$ cat src/gate_timer_regs.vh
`ifndef GATE_TIMER_REGS_VH
`define GATE_TIMER_REGS_VH

`define ADDR_TIMER_CONTROL 5'h00
`define ADDR_GATE_CONTROL  5'h04
`define ADDR_COUNT_LOW     5'h08
`define ADDR_COUNT_HIGH    5'h0C
`define ADDR_IRQ_STATUS    5'h10
`define ADDR_IRQ_MASK      5'h14

`define TC_ON_BIT       0
`define TC_WRITE_MASK   8'hFD
`define GC_ENABLE_BIT   7
`define GC_POL_BIT      6
`define GC_TOGGLE_BIT   5
`define GC_SPM_BIT      4
`define GC_GO_BIT       3
`define GC_VAL_BIT      2
`define GC_SRC_HI       1
`define GC_SRC_LO       0

`define SRC_PIN         2'h0
`define SRC_OVERFLOW    2'h1
`define SRC_CMP1        2'h2
`define SRC_CMP2        2'h3

`define IRQ_OVF_BIT     0
`define IRQ_GATE_BIT    1
`define IRQ_WIDTH       2

`define RESP_OKAY       2'h0
`define RESP_SLVERR     2'h2
`define CTRL_RESET      8'h00
`define COUNT_ALL_ONES  16'hFFFF

`endif

$ cat src/sync2.v
`timescale 1ns/1ps
`default_nettype none
// two-flop synchroniser for pin-level inputs
module sync2 #(
  parameter WIDTH = 1
) (
  // clock and reset
  input  wire             aclk,
  input  wire             aresetn,
  // level in and out
  input  wire [WIDTH-1:0] din,
  output reg  [WIDTH-1:0] dout
);
  reg [WIDTH-1:0] stage;

  always @(posedge aclk) begin
    if (!aresetn) begin
      stage <= {WIDTH{1'b0}};
      dout  <= {WIDTH{1'b0}};
    end else begin
      stage <= din;
      dout  <= stage;
    end
  end
endmodule
`default_nettype wire

$ cat src/gate_path.v
`timescale 1ns/1ps
`default_nettype none
`include "gate_timer_regs.vh"
// gate processing chain and single-pulse acquisition
module gate_path (
  // clock and reset
  input  wire       aclk,
  input  wire       aresetn,
  // configuration
  input  wire       timer_on,
  input  wire       gate_polarity,
  input  wire       gate_toggle_select,
  input  wire       single_pulse_select,
  input  wire [1:0] gate_source_select,
  input  wire       arm_pulse,
  input  wire       clear_pulse,
  // synchronised sources
  input  wire       gate_pin,
  input  wire       overflow_src,
  input  wire       cmp1_src,
  input  wire       cmp2_src,
  // results
  output wire       gate_level,
  output reg        pulse_acquire_flag
);
  reg  selected;
  reg  pol_prev;
  reg  toggle_ff;
  reg  pulse_open;
  reg  tog_prev;
  wire polarized;
  wire toggled;

  always @* begin
    case (gate_source_select)
      `SRC_PIN:      selected = gate_pin;
      `SRC_OVERFLOW: selected = overflow_src;
      `SRC_CMP1:     selected = cmp1_src;
      `SRC_CMP2:     selected = cmp2_src;
      default:       selected = gate_pin;
    endcase
  end

  assign polarized = gate_polarity ? selected : ~selected;
  assign toggled   = gate_toggle_select ? toggle_ff : polarized;

  // toggle flop, cleared when mode off or timer off
  always @(posedge aclk) begin
    if (!aresetn) begin
      toggle_ff <= 1'b0;
      pol_prev  <= 1'b0;
    end else begin
      pol_prev <= polarized;
      if (!gate_toggle_select || !timer_on)
        toggle_ff <= 1'b0;
      else if (polarized && !pol_prev)
        toggle_ff <= ~toggle_ff;
    end
  end

  // acquisition: armed, then open on rise, done on fall
  always @(posedge aclk) begin
    if (!aresetn) begin
      pulse_acquire_flag <= 1'b0;
      pulse_open         <= 1'b0;
      tog_prev           <= 1'b0;
    end else begin
      tog_prev <= toggled;
      if (!single_pulse_select) begin
        pulse_acquire_flag <= 1'b0;
        pulse_open         <= 1'b0;
      end else if (pulse_acquire_flag) begin
        if (toggled && !tog_prev)
          pulse_open <= 1'b1;
        else if (pulse_open && !toggled && tog_prev) begin
          pulse_open         <= 1'b0;
          pulse_acquire_flag <= 1'b0;
        end else if (clear_pulse && !pulse_open)
          pulse_acquire_flag <= 1'b0;
      end else if (arm_pulse) begin
        pulse_acquire_flag <= 1'b1;
        pulse_open         <= 1'b0;
      end
    end
  end

  assign gate_level = single_pulse_select ?
                      (pulse_open & toggled) : toggled;
endmodule
`default_nettype wire

$ cat src/gated_timer.v
`timescale 1ns/1ps
`default_nettype none
`include "gate_timer_regs.vh"
// one gated 16-bit timer with its AXI4-Lite register slave
module gated_timer (
  // clock and reset
  input  wire        aclk,
  input  wire        aresetn,
  // write address channel
  input  wire [4:0]  s_axi_awaddr,
  input  wire [2:0]  s_axi_awprot,
  input  wire        s_axi_awvalid,
  output wire        s_axi_awready,
  // write data channel
  input  wire [31:0] s_axi_wdata,
  input  wire [3:0]  s_axi_wstrb,
  input  wire        s_axi_wvalid,
  output wire        s_axi_wready,
  // write response channel
  output reg  [1:0]  s_axi_bresp,
  output reg         s_axi_bvalid,
  input  wire        s_axi_bready,
  // read address channel
  input  wire [4:0]  s_axi_araddr,
  input  wire [2:0]  s_axi_arprot,
  input  wire        s_axi_arvalid,
  output wire        s_axi_arready,
  // read data channel
  output reg  [31:0] s_axi_rdata,
  output reg  [1:0]  s_axi_rresp,
  output reg         s_axi_rvalid,
  input  wire        s_axi_rready,
  // gate sources from outside the clock domain
  input  wire        gate_pin,
  input  wire        overflow_in,
  input  wire        cmp1_out,
  input  wire        cmp2_out,
  // count qualifier from prescaler, same domain
  input  wire        count_tick,
  // status outputs
  output reg  [15:0] count,
  output wire        irq
);
  reg  [7:0]  timer_control;
  reg  [7:0]  gate_control;
  reg  [1:0]  irq_status;
  reg  [1:0]  irq_mask;
  reg  [4:0]  aw_addr;
  reg         aw_held;
  reg  [31:0] w_data;
  reg  [3:0]  w_strb;
  reg         w_held;
  reg         gate_prev;
  wire        timer_on;
  wire        gate_enable;
  wire        gate_level;
  wire        pulse_acquire_flag;
  wire [3:0]  src_sync;
  wire        do_write;
  wire        do_read;
  wire        wr_lane0;
  wire        wr_tc;
  wire        wr_gc;
  wire        wr_lo;
  wire        wr_hi;
  wire        count_en;
  wire        wrap;
  wire        gate_fall;
  wire        rd_status;
  wire [1:0]  events;
  reg  [7:0]  next_low;
  reg  [7:0]  next_high;
  reg  [31:0] next_rdata;
  reg  [1:0]  next_rresp;
  reg  [1:0]  next_bresp;

  sync2 #(.WIDTH(4)) u_sync (
    .aclk    (aclk),
    .aresetn (aresetn),
    .din     ({cmp2_out, cmp1_out, overflow_in, gate_pin}),
    .dout    (src_sync)
  );

  assign timer_on    = timer_control[`TC_ON_BIT];
  assign gate_enable = gate_control[`GC_ENABLE_BIT];

  // write channels held until both present
  assign s_axi_awready = !aw_held && !s_axi_bvalid;
  assign s_axi_wready  = !w_held && !s_axi_bvalid;
  assign do_write      = aw_held && w_held && !s_axi_bvalid;
  assign wr_lane0      = do_write && w_strb[0];
  // full address match, so only mapped words answer OKAY and write
  assign wr_tc = wr_lane0 && (aw_addr == `ADDR_TIMER_CONTROL);
  assign wr_gc = wr_lane0 && (aw_addr == `ADDR_GATE_CONTROL);
  assign wr_lo = wr_lane0 && (aw_addr == `ADDR_COUNT_LOW);
  assign wr_hi = wr_lane0 && (aw_addr == `ADDR_COUNT_HIGH);

  always @(posedge aclk) begin
    if (!aresetn) begin
      aw_held <= 1'b0;
      w_held  <= 1'b0;
      aw_addr <= 5'h00;
      w_data  <= 32'h00000000;
      w_strb  <= 4'h0;
    end else begin
      if (s_axi_awvalid && s_axi_awready) begin
        aw_held <= 1'b1;
        aw_addr <= s_axi_awaddr;
      end else if (do_write)
        aw_held <= 1'b0;
      if (s_axi_wvalid && s_axi_wready) begin
        w_held <= 1'b1;
        w_data <= s_axi_wdata;
        w_strb <= s_axi_wstrb;
      end else if (do_write)
        w_held <= 1'b0;
    end
  end

  always @* begin
    case (aw_addr)
      `ADDR_TIMER_CONTROL, `ADDR_GATE_CONTROL, `ADDR_COUNT_LOW,
      `ADDR_COUNT_HIGH, `ADDR_IRQ_STATUS, `ADDR_IRQ_MASK:
        next_bresp = `RESP_OKAY;
      default: next_bresp = `RESP_SLVERR;
    endcase
  end

  always @(posedge aclk) begin
    if (!aresetn) begin
      s_axi_bvalid <= 1'b0;
      s_axi_bresp  <= `RESP_OKAY;
    end else if (do_write) begin
      s_axi_bvalid <= 1'b1;
      s_axi_bresp  <= next_bresp;
    end else if (s_axi_bready)
      s_axi_bvalid <= 1'b0;
  end

  // control registers
  always @(posedge aclk) begin
    if (!aresetn) begin
      timer_control <= `CTRL_RESET;
      gate_control  <= `CTRL_RESET;
      irq_mask      <= 2'h0;
    end else begin
      if (wr_tc)
        timer_control <= w_data[7:0] & `TC_WRITE_MASK;
      if (wr_gc) begin
        gate_control[`GC_ENABLE_BIT] <= w_data[`GC_ENABLE_BIT];
        gate_control[`GC_POL_BIT]    <= w_data[`GC_POL_BIT];
        gate_control[`GC_TOGGLE_BIT] <= w_data[`GC_TOGGLE_BIT];
        gate_control[`GC_SPM_BIT]    <= w_data[`GC_SPM_BIT];
        gate_control[`GC_SRC_HI:`GC_SRC_LO] <=
          w_data[`GC_SRC_HI:`GC_SRC_LO];
      end
      if (do_write && w_strb[0] && aw_addr == `ADDR_IRQ_MASK)
        irq_mask <= w_data[1:0];
    end
  end

  gate_path u_gate (
    .aclk                (aclk),
    .aresetn             (aresetn),
    .timer_on            (timer_on),
    .gate_polarity       (gate_control[`GC_POL_BIT]),
    .gate_toggle_select  (gate_control[`GC_TOGGLE_BIT]),
    .single_pulse_select (gate_control[`GC_SPM_BIT]),
    .gate_source_select  (gate_control[`GC_SRC_HI:`GC_SRC_LO]),
    .arm_pulse           (wr_gc && w_data[`GC_GO_BIT]),
    .clear_pulse         (wr_gc && !w_data[`GC_GO_BIT]),
    .gate_pin            (src_sync[0]),
    .overflow_src        (src_sync[1]),
    .cmp1_src            (src_sync[2]),
    .cmp2_src            (src_sync[3]),
    .gate_level          (gate_level),
    .pulse_acquire_flag  (pulse_acquire_flag)
  );

  // counter
  assign count_en = timer_on && count_tick &&
                    (!gate_enable || gate_level);
  assign wrap     = count_en && (count == `COUNT_ALL_ONES);

  always @* begin
    next_low  = count[7:0];
    next_high = count[15:8];
    if (count_en)
      {next_high, next_low} = count + 16'h0001;
    if (wr_lo)
      next_low = w_data[7:0];
    if (wr_hi)
      next_high = w_data[7:0];
  end

  always @(posedge aclk) begin
    if (!aresetn)
      count <= 16'h0000;
    else
      count <= {next_high, next_low};
  end

  // events: gate level fall and wrap; read clears
  always @(posedge aclk) begin
    if (!aresetn)
      gate_prev <= 1'b0;
    else
      gate_prev <= gate_level;
  end

  assign gate_fall = gate_prev && !gate_level;
  assign do_read   = s_axi_arvalid && s_axi_arready;
  assign rd_status = do_read && (s_axi_araddr == `ADDR_IRQ_STATUS);
  assign events    = {gate_fall, wrap};

  always @(posedge aclk) begin
    if (!aresetn)
      irq_status <= 2'h0;
    else if (rd_status)
      irq_status <= events;
    else
      irq_status <= irq_status | events;
  end

  assign irq = |(irq_status & irq_mask);

  // read channel
  assign s_axi_arready = !s_axi_rvalid;

  always @* begin
    next_rdata = 32'h00000000;
    next_rresp = `RESP_OKAY;
    case (s_axi_araddr)
      `ADDR_TIMER_CONTROL: next_rdata[7:0] = timer_control;
      `ADDR_GATE_CONTROL: begin
        next_rdata[7:0] = gate_control;
        next_rdata[`GC_GO_BIT]  = pulse_acquire_flag;
        next_rdata[`GC_VAL_BIT] = gate_level;
      end
      `ADDR_COUNT_LOW:  next_rdata[7:0] = count[7:0];
      `ADDR_COUNT_HIGH: next_rdata[7:0] = count[15:8];
      `ADDR_IRQ_STATUS: next_rdata[1:0] = irq_status;
      `ADDR_IRQ_MASK:   next_rdata[1:0] = irq_mask;
      default:          next_rresp = `RESP_SLVERR;
    endcase
  end

  always @(posedge aclk) begin
    if (!aresetn) begin
      s_axi_rvalid <= 1'b0;
      s_axi_rdata  <= 32'h00000000;
      s_axi_rresp  <= `RESP_OKAY;
    end else if (do_read) begin
      s_axi_rvalid <= 1'b1;
      s_axi_rdata  <= next_rdata;
      s_axi_rresp  <= next_rresp;
    end else if (s_axi_rready)
      s_axi_rvalid <= 1'b0;
  end
endmodule
`default_nettype wire

$ cat config.mk
export PLATFORM = sky130hd
export DESIGN_NAME = gated_timer
export DESIGN_NICKNAME = d
export VERILOG_FILES = /design/src/sync2.v /design/src/gate_path.v /design/src/gated_timer.v
export VERILOG_INCLUDE_DIRS = /design/src
export SDC_FILE = /design/constraint.sdc
export NUM_CORES = 1
export LEC_CHECK = 0
export BUFFER_PORTS_ARGS = -buffer_cell sky130_fd_sc_hd__buf_4
export CAP_MARGIN = 20
export CORE_MARGIN = 2
export CORE_UTILIZATION = 50
export DETAILED_ROUTE_END_ITERATION = 10
export PLACE_DENSITY = 0.88
export REMOVE_ABC_BUFFERS = 1
export SYNTH_ARGS = -nofsm -noshare
export SYNTH_HDL_FRONTEND = slang
export SYNTH_SLANG_ARGS = --single-unit
export TNS_END_PERCENT = 100
$ cat constraint.sdc
create_clock -name aclk -period 2.9 [get_ports aclk]
set_clock_uncertainty 0.05 [all_clocks]
set_input_delay 0.145 -clock aclk [delete_from_list [all_inputs] [get_ports aclk]]
set_output_delay 0.145 -clock aclk [all_outputs]
set_load 0.01 [all_outputs]
==> metrics.sh <==
YOSYS_WARNINGS=0
POWER_LEAKAGE_nW=1.67
DIODES=0
FLOW.AREA_GROWTH_FROM_SYNTHESIS_PCT=19.6
WORST_PATH_MAX_DELAY_CELL='sky130_fd_sc_hd__dfxtp_1'
MAX_FREQ_MHz=429
MOSTFREQUENTLAYOUTCELL='sky130_fd_sc_hd__dfxtp_1'
TOPROUTINGLAYERUSED='met4'
SETUP_REPAIR_AFTER_GLOBAL_ROUTING_MISSED_ITS_MARGIN='no'
CP-ENDPOINT='s_axi_rdata[2]'
PORT_BUFFERS=62
CP.DEPTH=7
MET3_WIRELENGTH_UM=554
ROUTEDWLPERCELL_UM=14.3
GRT_START_MAX_NET_PINS=70
SYNTH-SEQ-CELLS=75
AREA_SHARE_OF_THE_LEADING_CELL_TYPE_IN_THE_SYNTHESIZED_NETLIST_PCT=41.5
FINAL.SETUP.TNS_NS=0
WORST_SETUP_PATH_STARTPOINT='gate_control[1]'
CLOCK_LATENCY_AT_THE_LATER_PIN_OF_THE_WORST_SKEW_PAIR_NS=0.34
MOSTFREQUENTLAYOUTCELLS='sky130_fd_sc_hd__dfxtp_1 (75), sky130_fd_sc_hd__buf_4 (64), sky130_fd_sc_hd__nand2_1 (60)'
REGISTER_TO_REGISTER_SETUP_SLACK_NS=0.57
GRT_ANTENNA_BEFORE_REPAIR=0
DETAILEDROUTE.FIRSTPASSITERATIONCOUNT=4
WORSTPATHARRIVAL_NS=2.52
FLOORPLAN.ROWS=31
RR_WORST_DEPTH=7
CRITPATHLAUNCHTYPE='flip-flop'
SYN-CELL-AREA_MM2=0.00362
CRIT_REQUIRED_NS=3.09
DOMINANTREGCELLSYNTH='sky130_fd_sc_hd__dfxtp_1'
PERIOD_NEEDED_NS=2.33
SLEW_HEADROOM_PCT=43.1
CLOCK_PATH_BUFFERS=2
POST-PLACE-CELLS=547
AVGSYNTHCELLAREA_UM2=8.96
FINAL_NETS=532
SYNTH_TOP_CELL_BY_AREA='sky130_fd_sc_hd__dfxtp_1'
CTS_MAX_LEVEL=3
REG2REG_TO='s_axi_rdata[2]'
FINALSETUPVIOLCOUNT=0
YS_TYPES=51
TRITONCTS.NUM_BUFFERS=9
PATH_CLK_SLEW_NS=0.07
POWER_PER_CELL_AREA_mW_PER_MM2=474
RUN_STATUS='finished clean'
SLOWEST_DELAY_NS=0.45
GRT_PASS1_WL_MM=13.4
ROUTE.VIAS.TOTAL=2984
EFFECTIVE_UTILIZATION_AT_FLOORPLAN_PCT=50.7
HOLD-WORST-SLACK_NS=0.0129
SYNTH_CELLS=404
MAX_CAP_VIOLATIONS=0
VIAS_PER_CELL=5.24
ROUTED-WL-MET2_MM=3.97
VDD_IR_DROP_MAX_uV=301
CRITICAL_PATH.ENDPOINT_TYPE='flip-flop'
LAYOUT-DRIVE-GT1-SHARE_PCT=19.7
REMAINING_DRC_ERRORS=0
ANT_NETS=0
DIE_HEIGHT_UM=89.1
CRITICAL_PATH_PEAK_FANOUT=7
CTS_TREE='done'
WORST-SLEW-PIN-TRANSITION_NS=0.846
PERIOD_SHARE_PCT=80.4
CTS_ROOT_BUFFER='sky130_fd_sc_hd__clkbuf_8'
CTS-RESIZED-GATES=0
CRITICAL_PATH.N_BUFFERS_INVERTERS=0
FIN_CELLS=570
IO-PIN-COUNT=122
SETUP.WORST_PATH.CLASS='reg -> reg'
CTSHOLDBUFFERS=8
HOLD_VIOL_FINAL=0
WORSTPATHCELLLIST='mux2i_2 -> mux2i_4 -> o311ai_2 -> and2_0 -> mux4_2 -> nand3_1 -> nand2_1'
WORST_HOLD_PATH_TYPE='in -> reg'
WL_MET1_MM=3.37
DESIGN.CORE.AREA_MM2=0.00714
NETLIST_TOP_CELLS_AREA='sky130_fd_sc_hd__dfxtp_1 (41%), sky130_fd_sc_hd__nand2_1 (6.2%), sky130_fd_sc_hd__mux2i_1 (5.5%)'
GRT_UTIL_ALL_LAYERS_PCT=22.0
POSTCTSSETUPREPAIRBUFS=0
CLOCK_SINKS=75
DRV_SLEW=0
FIRST_GLOBAL_VIAS=2864
FILLER_CELL_COUNT=601
FINAL_WIRELENGTH_MM=8.13
SYNTH_EDF_COUNT=0
R2R-START='gate_control[1]'
FINALWEIGHTEDCONGESTION=0.943
CELL_FAMILY_CONTRIBUTING_THE_MOST_DELAY_ON_THE_CRITICAL_PATH='multiplexers'
POSTSYNTH.ASYNCRESETSHARE_PCT=0
DP_HPWL_MM=5.94
DIE-AREA_MM2=0.00794
GRT_OVERFLOW=0
SEQ_AREA_FRAC_SYNTH_PCT=41.5
INITIALDRTVIOLATIONCOUNT=192
DIE_WIDTH_UM=89.1
-- layer usage --
layer,up-vias,global-route usage (%)
met5,-,0
met4,0,11.1
met3,21,4.71
met2,128,37.1
met1,1377,26.3
li1,1458,-
-- layout make-up --
cell class                 count  area, um2  area share (%)
multi-input combinational    303       1930            44.5
sequential                    75       1500            34.7
timing repair buffer          72        561            12.9
clock buffer                  13        159            3.67
tap                           99        124            2.86
clock inverter                 2       35.0           0.809
inverter                       6       22.5           0.520
-- state kept, by name, summed over array words and instances, names as in the netlist, 2 cells and up --
signal         count
count             16
s_axi_rdata        8
w_data             8
timer_control      7
gate_control       6
aw_addr            5
u_sync.dout        4
u_sync.stage       4
irq_mask           2
irq_status         2
-- how the worst min path moves through the flow --
stage	from	endpoint	slack [ns]	depth (start not counted)
final	s_axi_awaddr[0]	aw_addr[0]	0.01	3
after global routing	s_axi_wdata[6]	w_data[6]	0.006	3
after CTS	s_axi_awaddr[0]	aw_addr[0]	0.002	3
after detailed placement	cmp1_out	u_sync.stage[2]	0.31	2
after global placement	cmp1_out	u_sync.stage[2]	0.30	2
after floorplan	aresetn	s_axi_bvalid	0.21	1
-- tightest hold or removal path, delay by kind of cell --
kind | cells | cell delay, ns
simple gates | 1 | 0.09
buf+inv | 1 | 0.07
mux | 1 | 0.05
-- logic make-up after synthesis --
| family | share of synthesized area (%) |
|---|---|
| fa+ha+maj | 0.345 |
| mux | 10.3 |
| simple gates | 22.1 |
| flops | 41.5 |
| other cells | 0.104 |
| buf+inv | 8.02 |
| compound gates | 13.6 |
| xor+xnor | 4.11 |
-- through the flow --
stage                     area (um2)  utilization, %  total power (W)  worst slack [ns]
final                           4330            60.7          0.00205             0.569
after global routing            4330            60.7          0.00214             0.350
after CTS                       4330            60.7          0.00207             0.568
after detailed placement        4060            56.9          0.00128             0.575
after global placement          4060            56.9          0.00127             0.654
after floorplan                 3450               -          0.00119             0.233
-- power by group --
part	leakage, nW	internal, W	switching [W]
combinational	0.960	0.0000854	0.0000927
clock	0.0995	0.000439	0.000349
sequential	0.610	0.00106	0.0000286
-- synthesized netlist by cell type, types with 2 or more instances --
cell type                  number
sky130_fd_sc_hd__xor2_1         4
sky130_fd_sc_hd__a21boi_0      18
sky130_fd_sc_hd__o21ai_1        3
sky130_fd_sc_hd__o21ai_0       19
sky130_fd_sc_hd__nand2_1       60
sky130_fd_sc_hd__a31oi_1        2
sky130_fd_sc_hd__dfxtp_1       75
sky130_fd_sc_hd__nand3_1       11
sky130_fd_sc_hd__nor4b_1        2
sky130_fd_sc_hd__and3_1         4
sky130_fd_sc_hd__nand4_1        3
sky130_fd_sc_hd__nor2_1        16
sky130_fd_sc_hd__a21oi_1       14
sky130_fd_sc_hd__nor4_1         2
sky130_fd_sc_hd__buf_1          2
sky130_fd_sc_hd__buf_4         26
sky130_fd_sc_hd__mux2i_1       20
sky130_fd_sc_hd__o211a_1        2
sky130_fd_sc_hd__a22oi_1        8
sky130_fd_sc_hd__nor3_1         8
sky130_fd_sc_hd__nor3b_1        4
sky130_fd_sc_hd__and2_1        12
sky130_fd_sc_hd__mux4_2         6
sky130_fd_sc_hd__inv_1          6
sky130_fd_sc_hd__nor2b_1       24
sky130_fd_sc_hd__clkbuf_1      16
sky130_fd_sc_hd__xnor2_1       13
(Power assumes the default switching activity.)
